<file path="src/rtl/csmt_regs.vh">
`ifndef CSMT_REGS_VH
`define CSMT_REGS_VH

// ----------------------------------------------------------------
// Register offsets (byte addresses)
// ----------------------------------------------------------------
`define CSMT_OFF_MODE_CTL 8'h00
`define CSMT_OFF_STATE 8'h04
`define CSMT_OFF_IRQ_EN 8'h14
`define CSMT_OFF_IRQ_MASK 8'h18

// ----------------------------------------------------------------
// Field positions of can_state_flags
// ----------------------------------------------------------------
`define CSMT_B_RX_LEVEL 11
`define CSMT_B_RX_LAST 10
`define CSMT_B_RECEIVING 9
`define CSMT_B_TRANSMITTING 8
`define CSMT_B_SLEEP_FLAG 4
`define CSMT_B_WAKE_FLAG 3
`define CSMT_B_ERR_FLAG 2
`define CSMT_B_SLEEP_STATE 1
`define CSMT_B_INIT_STATE 0

// ----------------------------------------------------------------
// Field positions of mode_control_reg and irq_enable_reg
// ----------------------------------------------------------------
`define CSMT_B_INIT_REQ 0
`define CSMT_B_SLEEP_REQ 1
`define CSMT_B_AUTO_WAKE 5
`define CSMT_B_WARN_EN 8
`define CSMT_B_PASSIVE_EN 9
`define CSMT_B_BUSOFF_EN 10
`define CSMT_B_CODE_EN 11

// ----------------------------------------------------------------
// Reset values, timing counts and error code range
// ----------------------------------------------------------------
`define CSMT_RST_STATE 32'h00000c02
`define CSMT_RST_MODE_CTL 32'h00000002
`define CSMT_IDLE_BITS 11
`define CSMT_CODE_MIN 3'h1
`define CSMT_CODE_MAX 3'h6

`endif

</file>
<file path="src/rtl/csmt_sync.v">
`timescale 1ns/1ps

// ----------------------------------------------------------------
// Two-stage synchroniser for one level
// ----------------------------------------------------------------
module csmt_sync
#(
   parameter RESET_LEVEL = 1'b1
)
(
   input wire clk,     // Sampling clock
   input wire reset_n, // Asynchronous reset
   input wire ce,      // Clock enable
   input wire d,       // Asynchronous level
   output reg q        // Synchronised level
);

   reg meta;

   // First stage feeds only the second; reset to the idle level
   always @(posedge clk or negedge reset_n)
   begin
      if (!reset_n)
      begin
         meta <= RESET_LEVEL;
         q <= RESET_LEVEL;
      end
      else if (ce)
      begin
         meta <= d;
         q <= meta;
      end
   end

endmodule

</file>
<file path="src/rtl/csmt_top.v">
// Behaviour
// - Bit 11 shows the receive line level, bit 10 its last bit sample.
// - Bit 9 is high exactly while the controller is receiving.
// - Bit 8 is high exactly while the controller is transmitting.
// - Bit 4 sets on sleep entry, clears when out of sleep or on write 1.
// - Bit 3 sets on bus activity during sleep and clears on write 1.
// - Bit 2 sets on bus-off, passive or warning with its own enable.
// - Bit 2 also sets on error code 1..6 with its enable; write 1 clears.
// - Bit 1 sets on sleep entry, which from normal waits for frame end.
// - Bit 1 clears on leaving sleep by request drop or auto wakeup.
// - Leaving sleep for normal needs 11 recessive bits before bit 1 drops.
// - Bit 0 sets on init entry, which from normal waits for frame end.
// - Bit 0 clears after 11 recessive bits once init is dropped, or at once if sleep is also requested.
// - With auto wake set, bus activity ends sleep and drops the request.
// - A sleep request from normal waits for the current frame to end.
`timescale 1ns/1ps
`include "csmt_regs.vh"

module csmt_top
(
   input wire CLK,            // 20 MHz peripheral clock
   input wire RESET_N,        // Asynchronous reset, active low
   input wire CE,             // Clock enable, freezes all state when low
   input wire [7:0] ADDR,     // Register byte address
   input wire [31:0] WDATA,   // Write data
   input wire WR,             // Write strobe
   input wire RD,             // Read strobe
   output reg [31:0] RDATA,   // Read data, valid the cycle after RD
   output wire IRQ,           // Level interrupt
   input wire RX_PIN,         // Receive pin from the transceiver
   input wire BIT_SAMPLE,     // Pulse at each bit sample point
   input wire CORE_RX_ACTIVE, // Bit engine is receiving a frame
   input wire CORE_TX_ACTIVE, // Bit engine is transmitting a frame
   input wire BUS_OFF,        // bus_off_flag from the error counters
   input wire PASSIVE,        // passive_error_flag
   input wire WARNING,        // warning_level_flag
   input wire [2:0] ERR_CODE, // error_code_field
   output wire INIT_MODE,     // Controller held in initialisation
   output wire SLEEP_MODE     // Controller held in sleep
);

   // ----------------------------------------------------------------
   // Working mode states
   // ----------------------------------------------------------------
   localparam [2:0] ST_NORMAL = 3'h0;
   localparam [2:0] ST_INIT = 3'h1;
   localparam [2:0] ST_SLEEP = 3'h2;
   localparam [2:0] ST_INIT_EXIT = 3'h3;
   localparam [2:0] ST_SLEEP_EXIT = 3'h4;

   // ----------------------------------------------------------------
   // Address decode helper, shared by read and write paths
   // ----------------------------------------------------------------
   function hit;
      input [7:0] addr;
      input [7:0] off;
      begin
         hit = (addr == off);
      end
   endfunction

   reg [2:0] state;
   reg [2:0] next_state;
   reg [3:0] idle_count;
   reg init_request;
   reg sleep_request;
   reg auto_wake_on_activity;
   reg bus_off_irq_en;
   reg passive_irq_en;
   reg warning_irq_en;
   reg error_code_irq_en;
   reg [2:0] irq_mask;
   reg sleep_entered_flag;
   reg wakeup_flag;
   reg error_event_flag;
   reg rx_last_sample;
   reg rx_prev;
   wire rx_line_level;
   wire frame_idle;
   wire activity;
   wire error_event;
   wire code_hit;
   wire wr_ctl;
   wire wr_state;
   wire wr_en;
   wire wr_mask;
   wire enter_sleep;
   wire wake_auto;
   wire idle_done;
   wire sleep_state_bit;
   wire init_state_bit;
   wire [31:0] state_word;

   // ----------------------------------------------------------------
   // Receive pin path
   // ----------------------------------------------------------------

   // Pin is asynchronous; idle level is recessive (high)
   csmt_sync #(.RESET_LEVEL(1'b1)) u_rx_sync
   (
      .clk(CLK),
      .reset_n(RESET_N),
      .ce(CE),
      .d(RX_PIN),
      .q(rx_line_level)
   );

   // Last sample and edge history, both taken from the synced level
   always @(posedge CLK or negedge RESET_N)
   begin
      if (!RESET_N)
      begin
         rx_last_sample <= 1'b1;
         rx_prev <= 1'b1;
      end
      else if (CE)
      begin
         rx_prev <= rx_line_level;
         if (BIT_SAMPLE)
            rx_last_sample <= rx_line_level;
      end
   end

   // A recessive-to-dominant edge counts as bus activity
   assign activity = rx_prev & ~rx_line_level;

   // ----------------------------------------------------------------
   // Write decode
   // ----------------------------------------------------------------

   // Only whole-word writes exist on this port, so no lane masking
   assign wr_ctl = WR & hit(ADDR, `CSMT_OFF_MODE_CTL);
   assign wr_state = WR & hit(ADDR, `CSMT_OFF_STATE);
   assign wr_en = WR & hit(ADDR, `CSMT_OFF_IRQ_EN);
   assign wr_mask = WR & hit(ADDR, `CSMT_OFF_IRQ_MASK);

   // ----------------------------------------------------------------
   // Mode control and enable registers
   // ----------------------------------------------------------------

   // Auto wakeup drops the sleep request itself; hardware beats software
   // so a wake in the same cycle as a write is never lost
   assign wake_auto = activity & auto_wake_on_activity &
                      (state == ST_SLEEP);
   always @(posedge CLK or negedge RESET_N)
   begin
      if (!RESET_N)
      begin
         init_request <= 1'b0;
         sleep_request <= 1'b1;
         auto_wake_on_activity <= 1'b0;
         bus_off_irq_en <= 1'b0;
         passive_irq_en <= 1'b0;
         warning_irq_en <= 1'b0;
         error_code_irq_en <= 1'b0;
         irq_mask <= 3'h0;
      end
      else if (CE)
      begin
         if (wr_ctl)
         begin
            init_request <= WDATA[`CSMT_B_INIT_REQ];
            sleep_request <= WDATA[`CSMT_B_SLEEP_REQ];
            auto_wake_on_activity <= WDATA[`CSMT_B_AUTO_WAKE];
         end
         if (wake_auto)
            sleep_request <= 1'b0;
         if (wr_en)
         begin
            warning_irq_en <= WDATA[`CSMT_B_WARN_EN];
            passive_irq_en <= WDATA[`CSMT_B_PASSIVE_EN];
            bus_off_irq_en <= WDATA[`CSMT_B_BUSOFF_EN];
            error_code_irq_en <= WDATA[`CSMT_B_CODE_EN];
         end
         if (wr_mask)
            irq_mask <= WDATA[`CSMT_B_SLEEP_FLAG:`CSMT_B_ERR_FLAG];
      end
   end

   // ----------------------------------------------------------------
   // Recessive bit counter for leaving init or sleep
   // ----------------------------------------------------------------

   // Any dominant sample restarts the run; counting only in exit states
   always @(posedge CLK or negedge RESET_N)
   begin
      if (!RESET_N)
         idle_count <= 4'h0;
      else if (CE)
      begin
         if (state != ST_INIT_EXIT && state != ST_SLEEP_EXIT)
            idle_count <= 4'h0;
         else if (BIT_SAMPLE)
         begin
            if (!rx_line_level)
               idle_count <= 4'h0;
            else if (!idle_done)
               idle_count <= idle_count + 4'h1;
         end
      end
   end

   assign idle_done = (idle_count == `CSMT_IDLE_BITS);

   // ----------------------------------------------------------------
   // Working mode state machine
   // ----------------------------------------------------------------

   // Mode changes out of normal must not cut a frame in half
   assign frame_idle = ~CORE_RX_ACTIVE & ~CORE_TX_ACTIVE;

   always @*
   begin
      next_state = state;
      case (state)
         ST_NORMAL:
         begin
            if (init_request & frame_idle)
               next_state = ST_INIT;
            else if (sleep_request & frame_idle)
               next_state = ST_SLEEP;
         end
         ST_INIT:
         begin
            if (!init_request)
            begin
               if (sleep_request)
                  next_state = ST_SLEEP;
               else
                  next_state = ST_INIT_EXIT;
            end
         end
         ST_INIT_EXIT:
         begin
            if (init_request)
               next_state = ST_INIT;
            else if (idle_done)
               next_state = ST_NORMAL;
         end
         ST_SLEEP:
         begin
            if (init_request & ~sleep_request)
               next_state = ST_INIT;
            else if (~sleep_request | wake_auto)
               next_state = ST_SLEEP_EXIT;
         end
         ST_SLEEP_EXIT:
         begin
            if (sleep_request & ~wake_auto)
               next_state = ST_SLEEP;
            else if (init_request)
               next_state = ST_INIT;
            else if (idle_done)
               next_state = ST_NORMAL;
         end
         default:
            next_state = ST_SLEEP;
      endcase
   end

   // Reset lands in sleep, matching the state register reset value
   always @(posedge CLK or negedge RESET_N)
   begin
      if (!RESET_N)
         state <= ST_SLEEP;
      else if (CE)
         state <= next_state;
   end

   // State bits stay high through the recessive wait
   assign sleep_state_bit = (state == ST_SLEEP) |
                            (state == ST_SLEEP_EXIT);
   assign init_state_bit = (state == ST_INIT) |
                           (state == ST_INIT_EXIT);
   assign SLEEP_MODE = sleep_state_bit;
   assign INIT_MODE = init_state_bit;
   assign enter_sleep = (next_state == ST_SLEEP) & (state != ST_SLEEP) &
                        (state != ST_SLEEP_EXIT);

   // ----------------------------------------------------------------
   // Error event detection
   // ----------------------------------------------------------------

   // Codes 0 and 7 mean no error and software-set, never an event
   assign code_hit = (ERR_CODE >= `CSMT_CODE_MIN) &
                     (ERR_CODE <= `CSMT_CODE_MAX);
   assign error_event = (BUS_OFF & bus_off_irq_en) |
                        (PASSIVE & passive_irq_en) |
                        (WARNING & warning_irq_en) |
                        (code_hit & error_code_irq_en);

   // ----------------------------------------------------------------
   // Sticky flags, write one to clear, set wins
   // ----------------------------------------------------------------
   always @(posedge CLK or negedge RESET_N)
   begin
      if (!RESET_N)
      begin
         sleep_entered_flag <= 1'b0;
         wakeup_flag <= 1'b0;
         error_event_flag <= 1'b0;
      end
      else if (CE)
      begin
         if (enter_sleep)
            sleep_entered_flag <= 1'b1;
         else if (!sleep_state_bit)
            sleep_entered_flag <= 1'b0;
         else if (wr_state & WDATA[`CSMT_B_SLEEP_FLAG])
            sleep_entered_flag <= 1'b0;
         if (activity & (state == ST_SLEEP))
            wakeup_flag <= 1'b1;
         else if (wr_state & WDATA[`CSMT_B_WAKE_FLAG])
            wakeup_flag <= 1'b0;
         if (error_event)
            error_event_flag <= 1'b1;
         else if (wr_state & WDATA[`CSMT_B_ERR_FLAG])
            error_event_flag <= 1'b0;
      end
   end

   // Interrupt follows unmasked flags with no extra latency
   assign IRQ = |({sleep_entered_flag, wakeup_flag, error_event_flag} &
                  irq_mask);

   // ----------------------------------------------------------------
   // State register image
   // ----------------------------------------------------------------

   // Every bit not listed is a constant zero; writes cannot reach it
   assign state_word = {20'h00000,
                        rx_line_level,
                        rx_last_sample,
                        CORE_RX_ACTIVE,
                        CORE_TX_ACTIVE,
                        3'h0,
                        sleep_entered_flag,
                        wakeup_flag,
                        error_event_flag,
                        sleep_state_bit,
                        init_state_bit};

   // ----------------------------------------------------------------
   // Read port
   // ----------------------------------------------------------------

   // Data valid only the cycle after the strobe; unmapped reads give zero
   always @(posedge CLK or negedge RESET_N)
   begin
      if (!RESET_N)
         RDATA <= 32'h00000000;
      else if (CE)
      begin
         RDATA <= 32'h00000000;
         if (RD)
         begin
            if (hit(ADDR, `CSMT_OFF_STATE))
               RDATA <= state_word;
            else if (hit(ADDR, `CSMT_OFF_MODE_CTL))
            begin
               RDATA[`CSMT_B_INIT_REQ] <= init_request;
               RDATA[`CSMT_B_SLEEP_REQ] <= sleep_request;
               RDATA[`CSMT_B_AUTO_WAKE] <= auto_wake_on_activity;
            end
            else if (hit(ADDR, `CSMT_OFF_IRQ_EN))
            begin
               RDATA[`CSMT_B_WARN_EN] <= warning_irq_en;
               RDATA[`CSMT_B_PASSIVE_EN] <= passive_irq_en;
               RDATA[`CSMT_B_BUSOFF_EN] <= bus_off_irq_en;
               RDATA[`CSMT_B_CODE_EN] <= error_code_irq_en;
            end
            else if (hit(ADDR, `CSMT_OFF_IRQ_MASK))
               RDATA[`CSMT_B_SLEEP_FLAG:`CSMT_B_ERR_FLAG] <= irq_mask;
         end
      end
   end

endmodule

</file>
<file path="config.mk">
export PLATFORM = sky130hd
export DESIGN_NAME = csmt_top
export DESIGN_NICKNAME = d
export VERILOG_FILES = /design/src/rtl/csmt_sync.v /design/src/rtl/csmt_top.v
export VERILOG_INCLUDE_DIRS = /design/src /design/src/rtl
export SDC_FILE = /design/constraint.sdc
export NUM_CORES = 1
export LEC_CHECK = 0
export BUFFER_PORTS_ARGS = -buffer_cell sky130_fd_sc_hd__buf_2
export CAP_MARGIN = 20
export CORE_MARGIN = 2
export CORE_UTILIZATION = 30
export CTS_CLUSTER_SIZE = 40
export DETAILED_ROUTE_END_ITERATION = 7
export GPL_ROUTABILITY_DRIVEN = 0
export PLACE_DENSITY = 0.57
export SLEW_MARGIN = 5
export SYNTH_ARGS = -nofsm -noshare
export SYNTH_HDL_FRONTEND = slang
export SYNTH_SLANG_ARGS = --single-unit
</file>
<file path="constraint.sdc">
create_clock -name CLK -period 2.6 [get_ports CLK]
set_clock_uncertainty 0.2 [all_clocks]
set_input_delay 0.26 -clock CLK [delete_from_list [all_inputs] [get_ports CLK]]
set_output_delay 0.26 -clock CLK [all_outputs]
set_load 0.05 [all_outputs]
</file>
# [Word-level counts from Yosys, hierarchy flattened]
# Cells that the tools add are included.
[op_classes] addsub=1 n_mul=0 div=0 magnitude_cmp=2 eq_ne=14 n_shift=0 mux=33 n_bitwise=35 n_reduce_logical=17
[ops] operator="two-way mux 3 bit" count=11
[ops] operator="two-way mux 4 bit" count=7
[ops] operator="AND 1 bit" count=23
[ops] operator="equality test 8 x 5 -> 1 bit (second input constant)" count=2
[ops] operator="AND reduction 2 bit" count=8
[ops] operator="case mux 3 bit (5 select lines)" count=1
[ops] operator="two-way mux 12 bit" count=1
[ops] operator="two-way mux 1 bit" count=11
[ops] operator="equality test 3 x 2 -> 1 bit (second input constant)" count=3
[ops] operator="equality test 8 x 3 -> 1 bit (second input constant)" count=1
[ops] operator="zero test 8 bit" count=1
[ops] operator="nonzero test 2 bit" count=4
[ops] operator="two-way mux 6 bit" count=1
[ops] operator="!= test 3 x 2 -> 1 bit (second input constant)" count=2
[ops] operator="!= test 3 bit (second input constant)" count=2
[ops] operator="OR 1 bit" count=6
[ops] operator="inverter 1 bit" count=5
[ops] operator="adder 4 x 1 -> 4 bit (second input constant)" count=1
[ops] operator="equality test 4 bit (second input constant)" count=1
[ops] operator="AND 3 bit" count=1
[ops] operator="equality test 3 x 1 -> 1 bit (second input constant)" count=1
[ops] operator="equality test 3 bit (second input constant)" count=1
[ops] operator=">= comparator 3 x 1 -> 1 bit (second input constant)" count=1
[ops] operator="<= comparator 3 bit (second input constant)" count=1
[ops] operator="other kinds (6)" count=6
[word_totals] reg_bits=56 latchBits=0 mem_bits_rw=0 romBits=0 inputBits=55 out_inout_bits=35 wordCells=120 memories=0

# [Longest topological paths before layout]
[logic_depth] word_depth=13 ltp_mapped=6 depth_no_buf=5

# [Hierarchy]
# Synthesis repeated with hierarchy kept, for this count alone.
[hier_totals] cells_unflattened=206 hier_area_um2=2053.2
[modules_own_cells] module="csmt_top" n_inst=1 cells_per_inst=202 area_per_inst_um2=1978.1 seq_area_each_um2=805.8
[modules_own_cells] module="csmt_sync" n_inst=1 cells_per_inst=4 area_per_inst_um2=75.1 seq_area_each_um2=52.6

# [Worst setup path after synthesis]
# Ideal clock, no wire load.
[synth_timing] kind="register -> register" startpoint="register state[0]" endpoint="register sleep_entered_flag" setup_ps=144 arrival_ps=1756 t_required_ps=2256 setup_slack_ps=500 stages_incl_launch_ff=6 n_path_buf=1 period_less_slack_ps=2100 cell_sequence="dfrtp_1 clkbuf_1 nor2b_1 a31oi_1 o21ai_0 o41ai_1"
[synth_via] elab_chain_len=11 word_cells_on_any_way=28 cone_classes="eq/ne: 8; mux: 11; bitwise: 7; reduce/logical: 2"
[synth_rtl] element="start: declaration" line_no="csmt_top.v:62" rtl="reg [2:0] state;"
[synth_rtl] element="start signal: assignment" line_no="csmt_top.v:267" rtl="state <= next_state;"
[synth_rtl] element="equality test 3 x 2 -> 1 bit" line_no="csmt_top.v:144, csmt_top.v:215, csmt_top.v:271"
[synth_rtl] element="AND 1 bit" line_no="csmt_top.v:143" rtl="assign wake_auto = activity & auto_wake_on_activity &"
[synth_rtl] element="OR 1 bit or inverter 1 bit (tied branches)" line_no="csmt_top.v:244, csmt_top.v:249"
[synth_rtl] element="two-way mux 3 bit or AND 1 bit (tied branches)" line_no="csmt_top.v:244, csmt_top.v:249"
[synth_rtl] element="two-way mux 3 bit, on equally long branches" line_no="csmt_top.v:242, csmt_top.v:249"
[synth_rtl] element="case mux 3 bit (5 select lines)" line_no="csmt_top.v:215" rtl="case (state)"
[synth_rtl] element="equality test 3 x 2 -> 1 bit" line_no="csmt_top.v:277" rtl="assign enter_sleep = (next_state == ST_SLEEP) & (state != ST_SLEEP) &"
[synth_rtl] element="AND 1 bit (2 in a row)" line_no="csmt_top.v:277"
[synth_rtl] element="!= test 3 x 1 -> 1 bit (no source line)"
[synth_rtl] element="AND reduction 2 bit (no source line)"
[synth_rtl] element="end signal: assignment" line_no="csmt_top.v:299" rtl="sleep_entered_flag <= 1'b0;"
[synth_rtl] element="end signal: assignment" line_no="csmt_top.v:306" rtl="sleep_entered_flag <= 1'b1;"
[synth_rtl] element="end signal: assignment" line_no="csmt_top.v:308" rtl="sleep_entered_flag <= 1'b0;"
[synth_rtl] element="end: declaration" line_no="csmt_top.v:73" rtl="reg sleep_entered_flag;"
# Parallel ways exist; a longest one is shown, timed or not.
# A chain may end at the register's enable or synchronous reset.

# [Worst setup path in the final report]
[layout_timing] startpoint="register idle_count[0]" endpoint="register sleep_entered_flag"
[layout_via] elab_chain_len=10 word_cells_on_any_way=11 cone_classes="eq/ne: 3; mux: 5; bitwise: 2; reduce/logical: 1"
[layout_rtl] element="start: declaration" line_no="csmt_top.v:64" rtl="reg [3:0] idle_count;"
[layout_rtl] element="start signal: assignment" line_no="csmt_top.v:198" rtl="idle_count <= idle_count + 4'h1;"
[layout_rtl] element="equality test 4 bit (no source line) *"
[layout_rtl] element="two-way mux 3 bit *" line_no="csmt_top.v:237, csmt_top.v:253"
[layout_rtl] element="two-way mux 3 bit *" line_no="csmt_top.v:251" rtl="else if (init_request)"
[layout_rtl] element="two-way mux 3 bit" line_no="csmt_top.v:249" rtl="if (sleep_request & ~wake_auto)"
[layout_rtl] element="case mux 3 bit (5 select lines) *" line_no="csmt_top.v:215"
[layout_rtl] element="equality test 3 x 2 -> 1 bit *" line_no="csmt_top.v:277"
[layout_rtl] element="AND 1 bit * (2 in a row)" line_no="csmt_top.v:277"
[layout_rtl] element="!= test 3 x 1 -> 1 bit (no source line)"
[layout_rtl] element="AND reduction 2 bit (no source line)"
# Mark *: on every way between the ends. The rest lies on a longest branch, timed or not.

==> results_dict.tcl <==
set metrics [dict create \
    status "finished, final reports clean" \
    vias 1608 \
    htreeDepth 2 \
    rsz0062_at_grt "no" \
    grt_max_degree 35 \
    wl_met1_um 2252 \
    wl_um 4539 \
    pwr-share-comb_pct 31.7 \
    pwr-share-clk_pct 25.0 \
    synth-main-ff-cell "dfrtp_1" \
    maxSlewViolCount 0 \
    ys_async_sr_fraction_pct 100.0 \
    critPathLaunch "idle_count[0]$_DFFE_PN0P_" \
    p_sw_share_pct 38.11 \
    synth_cell_type_count 56 \
    top_layer_used "met3" \
    intPower_w 0.001006 \
    p_sw_w 0.0006194 \
    yosysMostFrequentCell "dfrtp_1" \
    antenna_found_initial 0 \
    ys_seq_area_share_pct 42.42 \
    place_area_um2 2215 \
    cts_sinks 34 \
    die_h_um 86.12 \
    drive_gt1_share_pct 33.61 \
    met3_length_um 358 \
    min_period_over_period_pct 82.50 \
    rr_endpoint "sleep_entered_flag$_DFFE_PN0P_" \
    routed-wl-met2_um 1928 \
    fp.coreArea_um2 6422 \
    crit_type "register to register" \
    yosys_warnings 0 \
    cts_buffers 5 \
    cts_tree "built" \
    min_period_ns 2.145 \
    r2r-start "idle_count[0]$_DFFE_PN0P_" \
    overflow 0 \
    setup_viol 0 \
    total_power_w 0.001625 \
    ios 90 \
    fin_tns_setup_ns 0 \
    cp-end-kind "register" \
    ys_ff_latch 34 \
    worst_ep_arrival_time_ns 2.10 \
    maxCapViolCount 0 \
    die_area_um2 7417 \
    timing.fmax_ghz 0.4662 \
    n_antenna_cell 0 \
    cts_buffer_depth 2 \
    r2r_setup_slack_ns 0.45 \
    viasPerCell 5.057 \
    hpwl_um 3468 \
    syn_to_final_growth_pct 15.15 \
    hold_viol 0 \
    clk_pin_slew_worst_paths_ns 0.07 \
    critPathMaxFanout 5 \
    wl_per_cell_um 14.27 \
    required_ns 2.56 \
    synthTopCellsByCount "dfrtp_1 (28), buf_4 (22), nand2_1 (14)" \
    seqPwrFrac_pct 43.3 \
    power_density_nw_per_um2 697.6 \
    clk_latency_ns 0.28 \
    post-synth-top-area-cell "dfrtp_1" \
    grt.total_usage_pct 12.72 \
    syn-cell-area_um2 2023 \
    endpoint "sleep_entered_flag$_DFFE_PN0P_" \
    ff2ff_path_depth 5 \
    slew-limit-headroom_pct 48.36 \
    startpoint_type "register" \
    drc_errors 0 \
    synth-edff-count 0 \
    first_pass_iters 4 \
    fp.dieW_um 86.12 \
    grt_pass1_vias 1558 \
    row_count 29 \
    worst_slew_pin_slew_ns 0.7746 \
    power_leakage_nw 1.114 \
    initialDrtViolationCount 103 \
    vdd_ir_drop_max_mv 0.2946 \
    synth_area_per_cell_um2 10.32 \
    root_buffer "clkbuf_8" \
    port_buffers 45 \
    grt_pass1_wl_um 7583 \
    synthTopCellsByArea "dfrtp_1 (35%), buf_4 (8.2%), dfstp_2 (7.8%), mux2_2 (7.2%), o2bb2ai_1 (3.0%)" \
    syn-instance-count 196 \
    ant_nets 0 \
    hp-class "input pin to register" \
    netlist.area_leader.share_pct 34.63 \
    finalInstanceArea_um2 2330 \
    start_util_pct 31.50 \
    final_nets 296 \
]
-- layer usage --
metal	vias up	track usage [%]
li1	774	-
met1	770	18.76
met2	64	18.89
met3	0	3.369
met4	0	2.165
met5	-	0
-- area by class of cell --
cell class | instances | area, µm²
sequential | 34 | 858.3
clock inverter | 2 | 12.51
inverter | 7 | 26.28
tap | 77 | 96.34
multi-input combinational | 144 | 1001
clock buffer | 6 | 82.58
timing repair buffer | 48 | 252.7
fill | 648 | 4093
-- how the worst min path moves through the flow --
| stage | start | end | cells after the start | slack, ns |
|---|---|---|---|---|
| final | WDATA[9] | passive_irq_en$_DFFE_PN0P_ | 2 | 0.02 |
| after CTS | RX_PIN | u_rx_sync.meta$_DFFE_PN1P_ | 2 | 0.005 |
| after floorplan | RESET_N | RDATA[0]$_DFFE_PN0P_ | 0 | -0.24 |
| after detailed placement | RESET_N | RDATA[0]$_DFFE_PN0P_ | 1 | 0.19 |
| after global routing | WDATA[9] | passive_irq_en$_DFFE_PN0P_ | 2 | 0.004 |
| after global placement | RESET_N | RDATA[0]$_DFFE_PN0P_ | 1 | 0.19 |
-- stage by stage --
stage | utilization, % | hold WS (ns) | setup WS (ns) | cells
2_1_floorplan | - | -0.2356 | 0.5001 | 217
3_3_place_gp | 34.48 | 0.1915 | 0.4719 | 308
3_5_place_dp | 34.48 | 0.1887 | 0.4608 | 308
4_1_cts | 36.12 | 0.004590 | 0.4580 | 317
5_1_grt | 36.28 | 0.003690 | 0.3309 | 318
6_report | 36.28 | 0.01743 | 0.4549 | 318
-- cell usage in the layout, fill, tap and decap left out, types with 2 or more instances in the layout --
cell type      instances
nor3_1                 4
and2_1                 2
mux2_2                13
conb_1                22
clkbuf_8               6
inv_1                  6
o31ai_1                3
nand2_1               14
a21oi_1                4
nand3_1                6
nand4_1                3
buf_2                 45
dlygate4sd3_1          2
o2bb2ai_1              7
and3_1                 2
a32oi_1                3
nor2b_1                3
mux2i_1                6
o21ai_0                5
a21boi_0               3
a22o_1                 2
nand2b_1               3
dfstp_2                6
nor2_1                 7
dfrtp_1               28
a21o_1                 3
a222oi_1               2
-- repair_timing --
item                      4_1_cts  5_1_grt
hold buffers                    1        1
buffers inserted                0        0
hold endpoints to repair       28        1
gates resized for setup         0        0
-- critical path, stage by stage, from the launching register on --
cell	delay, ns
dfrtp_1	0.41
ha_1	0.23
and3b_1	0.25
a2111o_1	0.43
o311a_1	0.14
o41ai_1	0.37
-- sequential cells by signal, indices dropped and copies added, names as in the netlist --
register	count
error_event_flag	1
idle_count	4
bus_off_irq_en	1
RDATA	10
u_rx_sync.q	1
rx_prev	1
passive_irq_en	1
state	3
error_code_irq_en	1
auto_wake_on_activity	1
u_rx_sync.meta	1
rx_last_sample	1
sleep_entered_flag	1
init_request	1
sleep_request	1
warning_irq_en	1
irq_mask	3
wakeup_flag	1
-- power by group through the flow --
stage | combinational, W | sequential [W] | clock [W]
finish | 0.000516 | 0.000703 | 0.000406
global route | 0.000573 | 0.000722 | 0.000454
CTS | 0.000517 | 0.000701 | 0.000421
detailed placement | 0.000513 | 0.000712 | 0
global placement | 0.000511 | 0.000710 | 0
floorplan | 0.000480 | 0.000645 | 0
-- cells by family after synthesis --
group,synth area share [%]
simple gates,15.40
compound gates,19.17
buf+inv,12.00
flops,42.42
mux,10.20
fa+ha+maj,0.6183
other cells,0.1854
Power figures use the tool's default switching activity.
